`src/rtl/ucb_pkg.sv`:
```
// Constants and types for the serial-to-CAN command bridge.
// Assumes byte-level UART and frame-level CAN controller ports.
package ucb_pkg;
  localparam int          UART_DATA_BITS  = 8;
  localparam int          UART_STOP_BITS  = 1;
  localparam int          CAN_BITRATE_BPS = 500000;
  localparam int          RX_FIFO_DEPTH   = 4;
  localparam int          LAMP_HOLD       = 8;
  localparam int          MAX_BYTES       = 8;
  localparam logic [7:0]  CH_I            = 8'h69;
  localparam logic [7:0]  CH_D            = 8'h64;
  localparam logic [7:0]  CH_Z            = 8'h7a;
  localparam logic [7:0]  TEST_FIRST      = 8'h30;
  localparam logic [7:0]  TEST_LAST       = 8'h7a;
  localparam logic [7:0]  CH_CR           = 8'h0d;
  localparam logic [7:0]  CH_LF           = 8'h0a;
  localparam logic [4:0]  ID_LAST_DIGIT   = 5'h02;
  localparam logic [4:0]  DATA_START      = 5'h0c;
  localparam logic [4:0]  WARN_LAST       = 5'h04;
  typedef enum logic [1:0] {
    PS_IDLE   = 2'b00,
    PS_ID     = 2'b01,
    PS_WAIT_D = 2'b10,
    PS_DATA   = 2'b11
  } ucb_pstate_t;
endpackage

```
`src/rtl/ucb_bridge.sv`:
```
// Serial command bridge to a CAN controller, with status lamps.
// Assumes byte-wide UART ports and a frame-level CAN controller.
`timescale 1ns/1ps
`default_nettype none
module ucb_bridge
  import ucb_pkg::*;
#(
  parameter int FIFO_DEPTH = RX_FIFO_DEPTH,
  parameter int BITRATE    = CAN_BITRATE_BPS
) (
  // Clock and reset
  input  wire logic        clk_in,
  input  wire logic        rst_in,
  // Serial receive byte
  input  wire logic        rx_valid_in,
  input  wire logic [7:0]  rx_data_in,
  // Serial transmit byte
  input  wire logic        tx_ready_in,
  output logic             tx_valid_out,
  output logic [7:0]       tx_data_out,
  // CAN transmit frame
  input  wire logic        can_tx_ready_in,
  input  wire logic        can_tx_done_in,
  output logic             can_tx_valid_out,
  output logic [10:0]      can_tx_id_out,
  output logic [3:0]       can_tx_dlc_out,
  output logic [63:0]      can_tx_data_out,
  // CAN receive frame and status
  input  wire logic        can_rx_valid_in,
  input  wire logic [10:0] can_rx_id_in,
  input  wire logic [3:0]  can_rx_dlc_in,
  input  wire logic [63:0] can_rx_data_in,
  input  wire logic        can_error_in,
  output logic [19:0]      can_bitrate_out,
  output logic             bridge_mode_out,
  // Lamps
  output logic             serial_rx_lamp_out,
  output logic             serial_tx_lamp_out,
  output logic             can_rx_lamp_out,
  output logic             can_tx_lamp_out
);
  localparam int AW = $clog2(FIFO_DEPTH);

  ucb_pstate_t  ps_ff;
  logic         bridge_ff;
  logic [4:0]   cnt_ff;
  logic [11:0]  id_ff;
  logic [63:0]  dat_ff;
  logic         tx_valid_ff;
  logic [7:0]   tx_data_ff;
  logic [7:0]   test_ch_ff;
  logic         ctv_ff;
  logic [10:0]  ct_id_ff;
  logic [3:0]   ct_dlc_ff;
  logic [63:0]  ct_dat_ff;
  logic [19:0]  rate_ff;
  logic [3:0]   lamp_ff;

  // Character classification
  logic        is_hex;
  logic [3:0]  nib;
  logic [3:0]  pairs;
  logic [63:0] aligned;
  logic        z_ok;
  always_comb begin
    is_hex = 1'b0;
    nib    = 4'h0;
    if (rx_data_in >= 8'h30 && rx_data_in <= 8'h39) begin
      is_hex = 1'b1;
      nib    = rx_data_in[3:0];
    end else if (rx_data_in >= 8'h41 && rx_data_in <= 8'h46) begin
      is_hex = 1'b1;
      nib    = rx_data_in[3:0] + 4'h9;
    end
  end
  assign pairs   = cnt_ff[4:1];
  assign aligned = (cnt_ff[0] ? (dat_ff >> 4) : dat_ff)
                   << (7'd64 - {pairs, 3'b000});
  assign z_ok    = rx_valid_in && bridge_ff && ps_ff == PS_DATA
                   && rx_data_in == CH_Z;

  // Mode: test stream until z
  always_ff @(posedge clk_in) begin
    if (rst_in) begin
      bridge_ff <= 1'b0;
    end else if (rx_valid_in && rx_data_in == CH_Z) begin
      bridge_ff <= 1'b1;
    end
  end

  // Command parser
  always_ff @(posedge clk_in) begin
    if (rst_in) begin
      ps_ff  <= PS_IDLE;
      cnt_ff <= 5'h00;
      id_ff  <= 12'h000;
      dat_ff <= 64'h0;
    end else if (rx_valid_in && bridge_ff) begin
      unique case (ps_ff)
        PS_IDLE: begin
          if (rx_data_in == CH_I) begin
            ps_ff  <= PS_ID;
            cnt_ff <= 5'h00;
          end
        end
        PS_ID: begin
          if (is_hex) begin
            id_ff  <= {id_ff[7:0], nib};
            cnt_ff <= cnt_ff + 5'h01;
            if (cnt_ff == ID_LAST_DIGIT) begin
              ps_ff <= PS_WAIT_D;
            end
          end else begin
            ps_ff <= PS_IDLE;
          end
        end
        PS_WAIT_D: begin
          ps_ff  <= (rx_data_in == CH_D) ? PS_DATA : PS_IDLE;
          cnt_ff <= 5'h00;
          dat_ff <= 64'h0;
        end
        PS_DATA: begin
          if (rx_data_in == CH_Z) begin
            ps_ff <= PS_IDLE;
          end else if (is_hex && cnt_ff < 5'(2 * MAX_BYTES)) begin
            dat_ff <= {dat_ff[59:0], nib};
            cnt_ff <= cnt_ff + 5'h01;
          end else begin
            ps_ff <= PS_IDLE;
          end
        end
      endcase
    end
  end

  // CAN frame launch; a z while the last frame waits is dropped
  always_ff @(posedge clk_in) begin
    if (rst_in) begin
      ctv_ff    <= 1'b0;
      ct_id_ff  <= 11'h000;
      ct_dlc_ff <= 4'h0;
      ct_dat_ff <= 64'h0;
      rate_ff   <= 20'h00000;
    end else begin
      rate_ff <= 20'(BITRATE);
      if (z_ok && (!ctv_ff || can_tx_ready_in)) begin
        ctv_ff    <= 1'b1;
        ct_id_ff  <= id_ff[10:0];
        ct_dlc_ff <= pairs;
        ct_dat_ff <= aligned;
      end else if (can_tx_ready_in) begin
        ctv_ff <= 1'b0;
      end
    end
  end

  // Receive frame queue
  logic [78:0]  fifo_mem [FIFO_DEPTH];
  logic [AW:0]  wp_ff;
  logic [AW:0]  rp_ff;
  logic         ovf_ff;
  logic         fm_busy_ff;
  logic         fm_warn_ff;
  logic [4:0]   fm_idx_ff;
  logic [78:0]  fm_ent_ff;
  logic         full;
  logic         empty;
  logic         slot;
  logic         start;
  logic         pop;
  assign full  = (wp_ff[AW] != rp_ff[AW]) && (wp_ff[AW-1:0] == rp_ff[AW-1:0]);
  assign empty = (wp_ff == rp_ff);
  assign slot  = !tx_valid_ff || tx_ready_in;
  assign start = bridge_ff && !fm_busy_ff && (ovf_ff || !empty);
  assign pop   = start && !ovf_ff;

  always_ff @(posedge clk_in) begin
    if (rst_in) begin
      wp_ff  <= '0;
      rp_ff  <= '0;
      ovf_ff <= 1'b0;
    end else begin
      if (can_rx_valid_in && !full) begin
        fifo_mem[wp_ff[AW-1:0]] <= {can_rx_id_in, can_rx_dlc_in,
                                    can_rx_data_in};
        wp_ff <= wp_ff + {{AW{1'b0}}, 1'b1};
      end
      if (pop) begin
        rp_ff <= rp_ff + {{AW{1'b0}}, 1'b1};
      end
      // Set wins over the clear by the formatter
      if (can_rx_valid_in && full) begin
        ovf_ff <= 1'b1;
      end else if (start && ovf_ff) begin
        ovf_ff <= 1'b0;
      end
    end
  end

  // Text character for the current index
  logic [7:0]  fm_ch;
  logic [4:0]  fm_last;
  always_comb begin
    logic [3:0]  n;
    logic [63:0] sh;
    logic [4:0]  j;
    n  = 4'h0;
    sh = 64'h0;
    j  = fm_idx_ff - DATA_START;
    fm_last = DATA_START + {fm_ent_ff[67:64], 1'b0} + 5'h01;
    fm_ch   = 8'h20;
    if (fm_warn_ff) begin
      fm_last = WARN_LAST;
      unique case (fm_idx_ff[2:0])
        3'h0:    fm_ch = 8'h4f;
        3'h1:    fm_ch = 8'h56;
        3'h2:    fm_ch = 8'h46;
        3'h3:    fm_ch = CH_CR;
        default: fm_ch = CH_LF;
      endcase
    end else begin
      // Id nibbles, MSB first; 11-bit id padded to 12
      if (fm_idx_ff >= 5'h03 && fm_idx_ff <= 5'h05) begin
        sh = 64'({1'b0, fm_ent_ff[78:68]}) >> (4 * (5 - fm_idx_ff));
        n  = sh[3:0];
      end else begin
        sh = fm_ent_ff[63:0] >> (60 - 4 * j);
        n  = sh[3:0];
      end
      unique case (fm_idx_ff)
        5'h00: fm_ch = 8'h49;
        5'h01: fm_ch = 8'h44;
        5'h02: fm_ch = 8'h3d;
        5'h07: fm_ch = 8'h44;
        5'h08: fm_ch = 8'h61;
        5'h09: fm_ch = 8'h74;
        5'h0a: fm_ch = 8'h61;
        5'h0b: fm_ch = 8'h3d;
        5'h06: fm_ch = 8'h20;
        default: begin
          if (fm_idx_ff == fm_last - 5'h01) begin
            fm_ch = CH_CR;
          end else if (fm_idx_ff == fm_last) begin
            fm_ch = CH_LF;
          end else begin
            fm_ch = (n < 4'ha) ? (8'h30 + 8'(n)) : (8'h37 + 8'(n));
          end
        end
      endcase
    end
  end

  // Serial transmit: test stream or report text
  always_ff @(posedge clk_in) begin
    if (rst_in) begin
      tx_valid_ff <= 1'b0;
      tx_data_ff  <= 8'h00;
      test_ch_ff  <= TEST_FIRST;
      fm_busy_ff  <= 1'b0;
      fm_warn_ff  <= 1'b0;
      fm_idx_ff   <= 5'h00;
      fm_ent_ff   <= '0;
    end else begin
      if (start) begin
        fm_busy_ff <= 1'b1;
        fm_warn_ff <= ovf_ff;
        fm_idx_ff  <= 5'h00;
        if (!ovf_ff) begin
          fm_ent_ff <= fifo_mem[rp_ff[AW-1:0]];
        end
      end
      if (slot) begin
        tx_valid_ff <= 1'b0;
        if (!bridge_ff) begin
          tx_valid_ff <= 1'b1;
          tx_data_ff  <= test_ch_ff;
          test_ch_ff  <= (test_ch_ff == TEST_LAST) ? TEST_FIRST
                         : test_ch_ff + 8'h01;
        end else if (fm_busy_ff) begin
          tx_valid_ff <= 1'b1;
          tx_data_ff  <= fm_ch;
          fm_idx_ff   <= fm_idx_ff + 5'h01;
          if (fm_idx_ff == fm_last) begin
            fm_busy_ff <= 1'b0;
          end
        end
      end
    end
  end

  // Lamps stretched so a one-cycle event stays visible
  logic [3:0] ev;
  assign ev = {can_tx_done_in, can_rx_valid_in,
               tx_valid_ff && tx_ready_in,
               rx_valid_in};
  for (genvar k = 0; k < 4; k++) begin : g_lamp
    logic [3:0] hold_ff;
    always_ff @(posedge clk_in) begin
      if (rst_in) begin
        hold_ff    <= 4'h0;
        lamp_ff[k] <= 1'b0;
      end else begin
        hold_ff    <= ev[k] ? 4'(LAMP_HOLD) :
                      (hold_ff != 4'h0) ? hold_ff - 4'h1 : 4'h0;
        lamp_ff[k] <= can_error_in || ev[k] || hold_ff > 4'h1;
      end
    end
  end

  assign tx_valid_out       = tx_valid_ff;
  assign tx_data_out        = tx_data_ff;
  assign can_tx_valid_out   = ctv_ff;
  assign can_tx_id_out      = ct_id_ff;
  assign can_tx_dlc_out     = ct_dlc_ff;
  assign can_tx_data_out    = ct_dat_ff;
  assign can_bitrate_out    = rate_ff;
  assign bridge_mode_out    = bridge_ff;
  assign serial_rx_lamp_out = lamp_ff[0];
  assign serial_tx_lamp_out = lamp_ff[1];
  assign can_rx_lamp_out    = lamp_ff[2];
  assign can_tx_lamp_out    = lamp_ff[3];

  property p_stop_test;
    @(posedge clk_in) disable iff (rst_in)
    rx_valid_in && rx_data_in == CH_Z |=> bridge_ff;
  endproperty
  a_stop_test: assert property (p_stop_test)
    else $error("z did not enter bridge mode");
  property p_start_i;
    @(posedge clk_in) disable iff (rst_in)
    bridge_ff && rx_valid_in && ps_ff == PS_IDLE && rx_data_in == CH_I
    |=> ps_ff == PS_ID ##0 cnt_ff == 5'h00;
  endproperty
  a_start_i: assert property (p_start_i)
    else $error("i did not start a command");
  property p_launch;
    @(posedge clk_in) disable iff (rst_in)
    z_ok && !ctv_ff |=> ctv_ff && can_tx_id_out == $past(id_ff[10:0]);
  endproperty
  a_launch: assert property (p_launch)
    else $error("z did not launch the frame");
  property p_dlc;
    @(posedge clk_in) disable iff (rst_in)
    z_ok && !ctv_ff |=> can_tx_dlc_out == $past(cnt_ff[4:1]);
  endproperty
  a_dlc: assert property (p_dlc)
    else $error("length code is not the pair count");
  property p_syntax;
    @(posedge clk_in) disable iff (rst_in)
    bridge_ff && rx_valid_in && ps_ff == PS_ID && !is_hex
    |=> ps_ff == PS_IDLE ##1 !$rose(ctv_ff);
  endproperty
  a_syntax: assert property (p_syntax)
    else $error("bad character did not discard command");
  property p_rx_lamp;
    @(posedge clk_in) disable iff (rst_in)
    rx_valid_in |=> serial_rx_lamp_out;
  endproperty
  a_rx_lamp: assert property (p_rx_lamp)
    else $error("serial receive lamp off");
  property p_tx_lamp;
    @(posedge clk_in) disable iff (rst_in)
    tx_valid_out && tx_ready_in |=> serial_tx_lamp_out;
  endproperty
  a_tx_lamp: assert property (p_tx_lamp)
    else $error("serial transmit lamp off");
  property p_can_lamps;
    @(posedge clk_in) disable iff (rst_in)
    can_rx_valid_in |=> can_rx_lamp_out;
  endproperty
  a_can_lamps: assert property (p_can_lamps)
    else $error("CAN receive lamp off");
  property p_can_tx_lamp;
    @(posedge clk_in) disable iff (rst_in)
    can_tx_done_in |=> can_tx_lamp_out;
  endproperty
  a_can_tx_lamp: assert property (p_can_tx_lamp)
    else $error("CAN transmit lamp off");
  property p_err;
    @(posedge clk_in) disable iff (rst_in)
    can_error_in |=> &lamp_ff;
  endproperty
  a_err: assert property (p_err)
    else $error("error did not light all lamps");
  property p_ovf;
    @(posedge clk_in) disable iff (rst_in)
    can_rx_valid_in && full |=> ovf_ff || fm_warn_ff;
  endproperty
  a_ovf: assert property (p_ovf)
    else $error("overflow not flagged");
endmodule
`default_nettype wire

```
`config.mk`:
```
export PLATFORM = sky130hd
export DESIGN_NAME = ucb_bridge
export DESIGN_NICKNAME = d
export VERILOG_FILES = /design/src/rtl/ucb_pkg.sv /design/src/rtl/ucb_bridge.sv
export SDC_FILE = /design/constraint.sdc
export NUM_CORES = 1
export LEC_CHECK = 0
export ABC_AREA = 1
export ABC_CLOCK_PERIOD_IN_PS = 13400
export BUFFER_PORTS_ARGS = -buffer_cell sky130_fd_sc_hd__buf_2
export CORE_MARGIN = 3
export CORE_UTILIZATION = 65
export DETAILED_ROUTE_END_ITERATION = 16
export PLACE_DENSITY = 0.82
export SLEW_MARGIN = 20
export SYNTH_ARGS = -nofsm -noshare
export SYNTH_HDL_FRONTEND = slang
export SYNTH_SLANG_ARGS = --single-unit
export TNS_END_PERCENT = 50
```
`constraint.sdc`:
```
create_clock -name clk_in -period 13.4 [get_ports clk_in]
set_input_delay 2.68 -clock clk_in [delete_from_list [all_inputs] [get_ports clk_in]]
set_output_delay 2.68 -clock clk_in [all_outputs]
set_load 0.01 [all_outputs]
```
==> flow_summary.ini <==
[run_status]
status = complete, no violations

[yosys]
syn_area_mm2 = 0.02654
ys_top_cells_by_area = edfxtp_1 (36%), dfxtp_1 (22%), nand2_1 (7.2%), o21ai_0 (7.1%), a21oi_1 (5.8%)
ys.flop_type = edfxtp_1
ys_async_sr_fraction = 0
synth_edf_count = 316
yosysMostFrequentCell = nand2_1
yosysWarnings = 0
synth_cell_types = 50
synth_top_area_share = 0.3576
synth_top_area_cell = edfxtp_1
synth_seq_area_share = 0.5794
synthCells = 2916
synth_commonest_cells = nand2_1 (512), o21ai_0 (379), edfxtp_1 (316), a21oi_1 (310), dfxtp_1 (294)
syn_area_per_cell_um2 = 9.100
ys_seq_elements = 610

[pwr]
report.power.total_mw = 3.965
power.switching_uw = 863.9
seq_power_share = 0.510
p_clk_frac = 0.441
combPwrFrac = 0.049
powerDensity_mw_per_mm2 = 134.3
internal-power_mw = 3.101
cellLeakagePower_nw = 10.93
peakVddDrop_uv = 125.7
switching_share = 0.2179

[routing]
vias = 21470
wirelength_um = 67270
drt_iter0_drc = 2178
drc = 0
via_per_inst = 6.016
dr.pass1.iters = 6
wl_per_cell_um = 18.85
detail-route-antenna-nets = 0

[grt]
grt_pass1_wl_um = 107200
grt_max_degree = 113
grt_pass1_vias = 20870
gr-total-overflow = 0
grt_antenna_before_repair = 8
grt_usage = 0.3028

[place]
hpwl_um = 42020
place_area_mm2 = 0.02745
dp.cells = 3455
io_buffers = 195
place_ws_ns = 7.006
place.gp.congestion = 0.8756

[timing]
layout_min_cycle_time_ns = 5.797
hold_viol_final = 0
setup_violations = 0
maxSlewViolCount = 0
tightest_slew_ns = 1.064
skew_ns = 0.03737
timing.final.crit_share = 0.4326
rsz0062_at_grt = no
setup_slack_ns = 7.603
fin_tns_setup_ns = 0
max_freq_mhz = 172.5
slew_headroom = 0.2908
hold_ws_ns = 0.4547

[setup_path]
crit_arrival_ns = 6.36
startpoint = rx_data_in[0]
crit_type = in2reg
rr_startpoint = rp_ff[0]
timing.rr.end = fifo_mem[0][29]
crit_required_ns = 13.96
path_max_fanout = 67
reg2reg_depth = 9
endpoint_kind = register
ff2ff_setup_slack_ns = 9.24
endpoint = can_tx_data_out[51]
critPathLaunchType = primary input

[finish]
drive_gt1_frac = 0.1177
final_net_count = 3126
final_area_mm2 = 0.02952
final_core_util = 0.7380
stdcell_count = 3569
syn_to_final_growth_pct = 11.26
fill_cells = 2812

[clock_network]
clock-root-buffer = clkbuf_16
cts_resized = 0
cts_buffers = 59
postCtsHoldBufs = 0
cts_setup_buffers = 0
clk_path_buf_depth = 3
cts_tree = built
clk_latency_ns = 0.64
clock_sinks = 610
htreeDepth = 2
clkTransAtPathRegs_ns = 0.06

[floorplanning]
start_util = 0.6633
fp.dieW_um = 208.1
rows = 73
die_h_um = 208.1
die_area_mm2 = 0.04329
placeableCoreArea_mm2 = 0.04001
io-pin-count = 209

[flow_run]
cap_violations = 0

[min_path]
hold_path.class = reg2reg
-- state kept, by name, indices dropped and copies added (netlist names), 11 cells and up --
register         count
g_lamp.hold_ff      16
can_tx_data_out     64
dat_ff              64
can_tx_id_out       11
fm_ent_ff           79
id_ff               11
fifo_mem           316
-- power by group through the flow --
stage               Sequential [mW]  Clock [mW]  Combinational [mW]
finish                         2.02        1.75               0.195
global route                   2.03        1.84               0.217
CTS                            2.02        1.76               0.194
detailed placement             2.06           0               0.192
global placement               2.06           0               0.183
floorplan                      2.06           0               0.121
-- metal layers --
layer | GRT usage | part of all wire | vias up
met2 | 0.5205 | 0.50 | 879
li1 | - | - | 10190
met5 | 0 | 0.00071 | -
met3 | 0.04524 | 0.067 | 205
met4 | 0.1497 | 0.048 | 8
met1 | 0.3761 | 0.38 | 10190
-- layout by cell type, fill, tap and decap left out, types with 61 or more instances in the layout --
cell	count
a21oi_1	310
buf_2	194
clkbuf_16	61
dfxtp_1	291
edfxtp_1	316
inv_1	173
nand2_1	512
nand3_1	158
nor2_1	242
o21ai_0	379
o22ai_1	81
-- area by class of cell --
class	count	area (um^2)	share of cell area
Inverter	185	700.7	0.02373
Antenna cell	3	7.507	0.0002543
Clock buffer	81	1642	0.05560
Sequential cell	610	15380	0.5210
Clock inverter	30	416.7	0.01411
Tap cell	525	656.9	0.02225
Multi-Input combinational cell	1915	9550	0.3235
Timing Repair Buffer	220	1170	0.03962
-- kinds of logic (layout without fill, tap and decap cells) --
family                   count (synthesis)  count (layout)  synth area share
AO/OA/AOI/OAI                          859             859            0.1751
XOR/XNOR                                10              10          0.003301
adder cells (fa/ha/maj)                 40              40           0.01886
buffers and inverters                  403             516           0.06441
flip-flops                             610             610            0.5794
multiplexers                            20              20          0.007544
other                                    1              16         0.0001413
AND/OR/NAND/NOR                        973             973            0.1513
-- worst min path at each step --
stage | slack [ns] | start | end | depth (start not counted)
after global placement | 0.43 | g_lamp[0].hold_ff[0] | g_lamp[0].hold_ff[0] | 1
final | 0.45 | g_lamp[1].hold_ff[0] | g_lamp[1].hold_ff[0] | 1
after CTS | 0.45 | g_lamp[3].hold_ff[0] | g_lamp[3].hold_ff[0] | 1
after floorplan | 0.42 | g_lamp[0].hold_ff[0] | g_lamp[0].hold_ff[0] | 1
after global routing | 0.48 | id_ff[8] | id_ff[8] | 2
after detailed placement | 0.44 | g_lamp[3].hold_ff[0] | g_lamp[3].hold_ff[0] | 1
-- worst max-delay path, stage by stage --
cell and delay [ns]:
buf_2 0.12, inv_1 0.16, ha_1 0.18, nand2_1 0.06, nor3_1 0.38, nand3_2 0.23, buf_4 0.39, inv_1 0.65
nand2_1 0.26, inv_1 0.73, o21ai_0 0.17, o21bai_1 0.20, a21oi_1 0.12
Note: power is estimated with default switching activity, not from simulation.
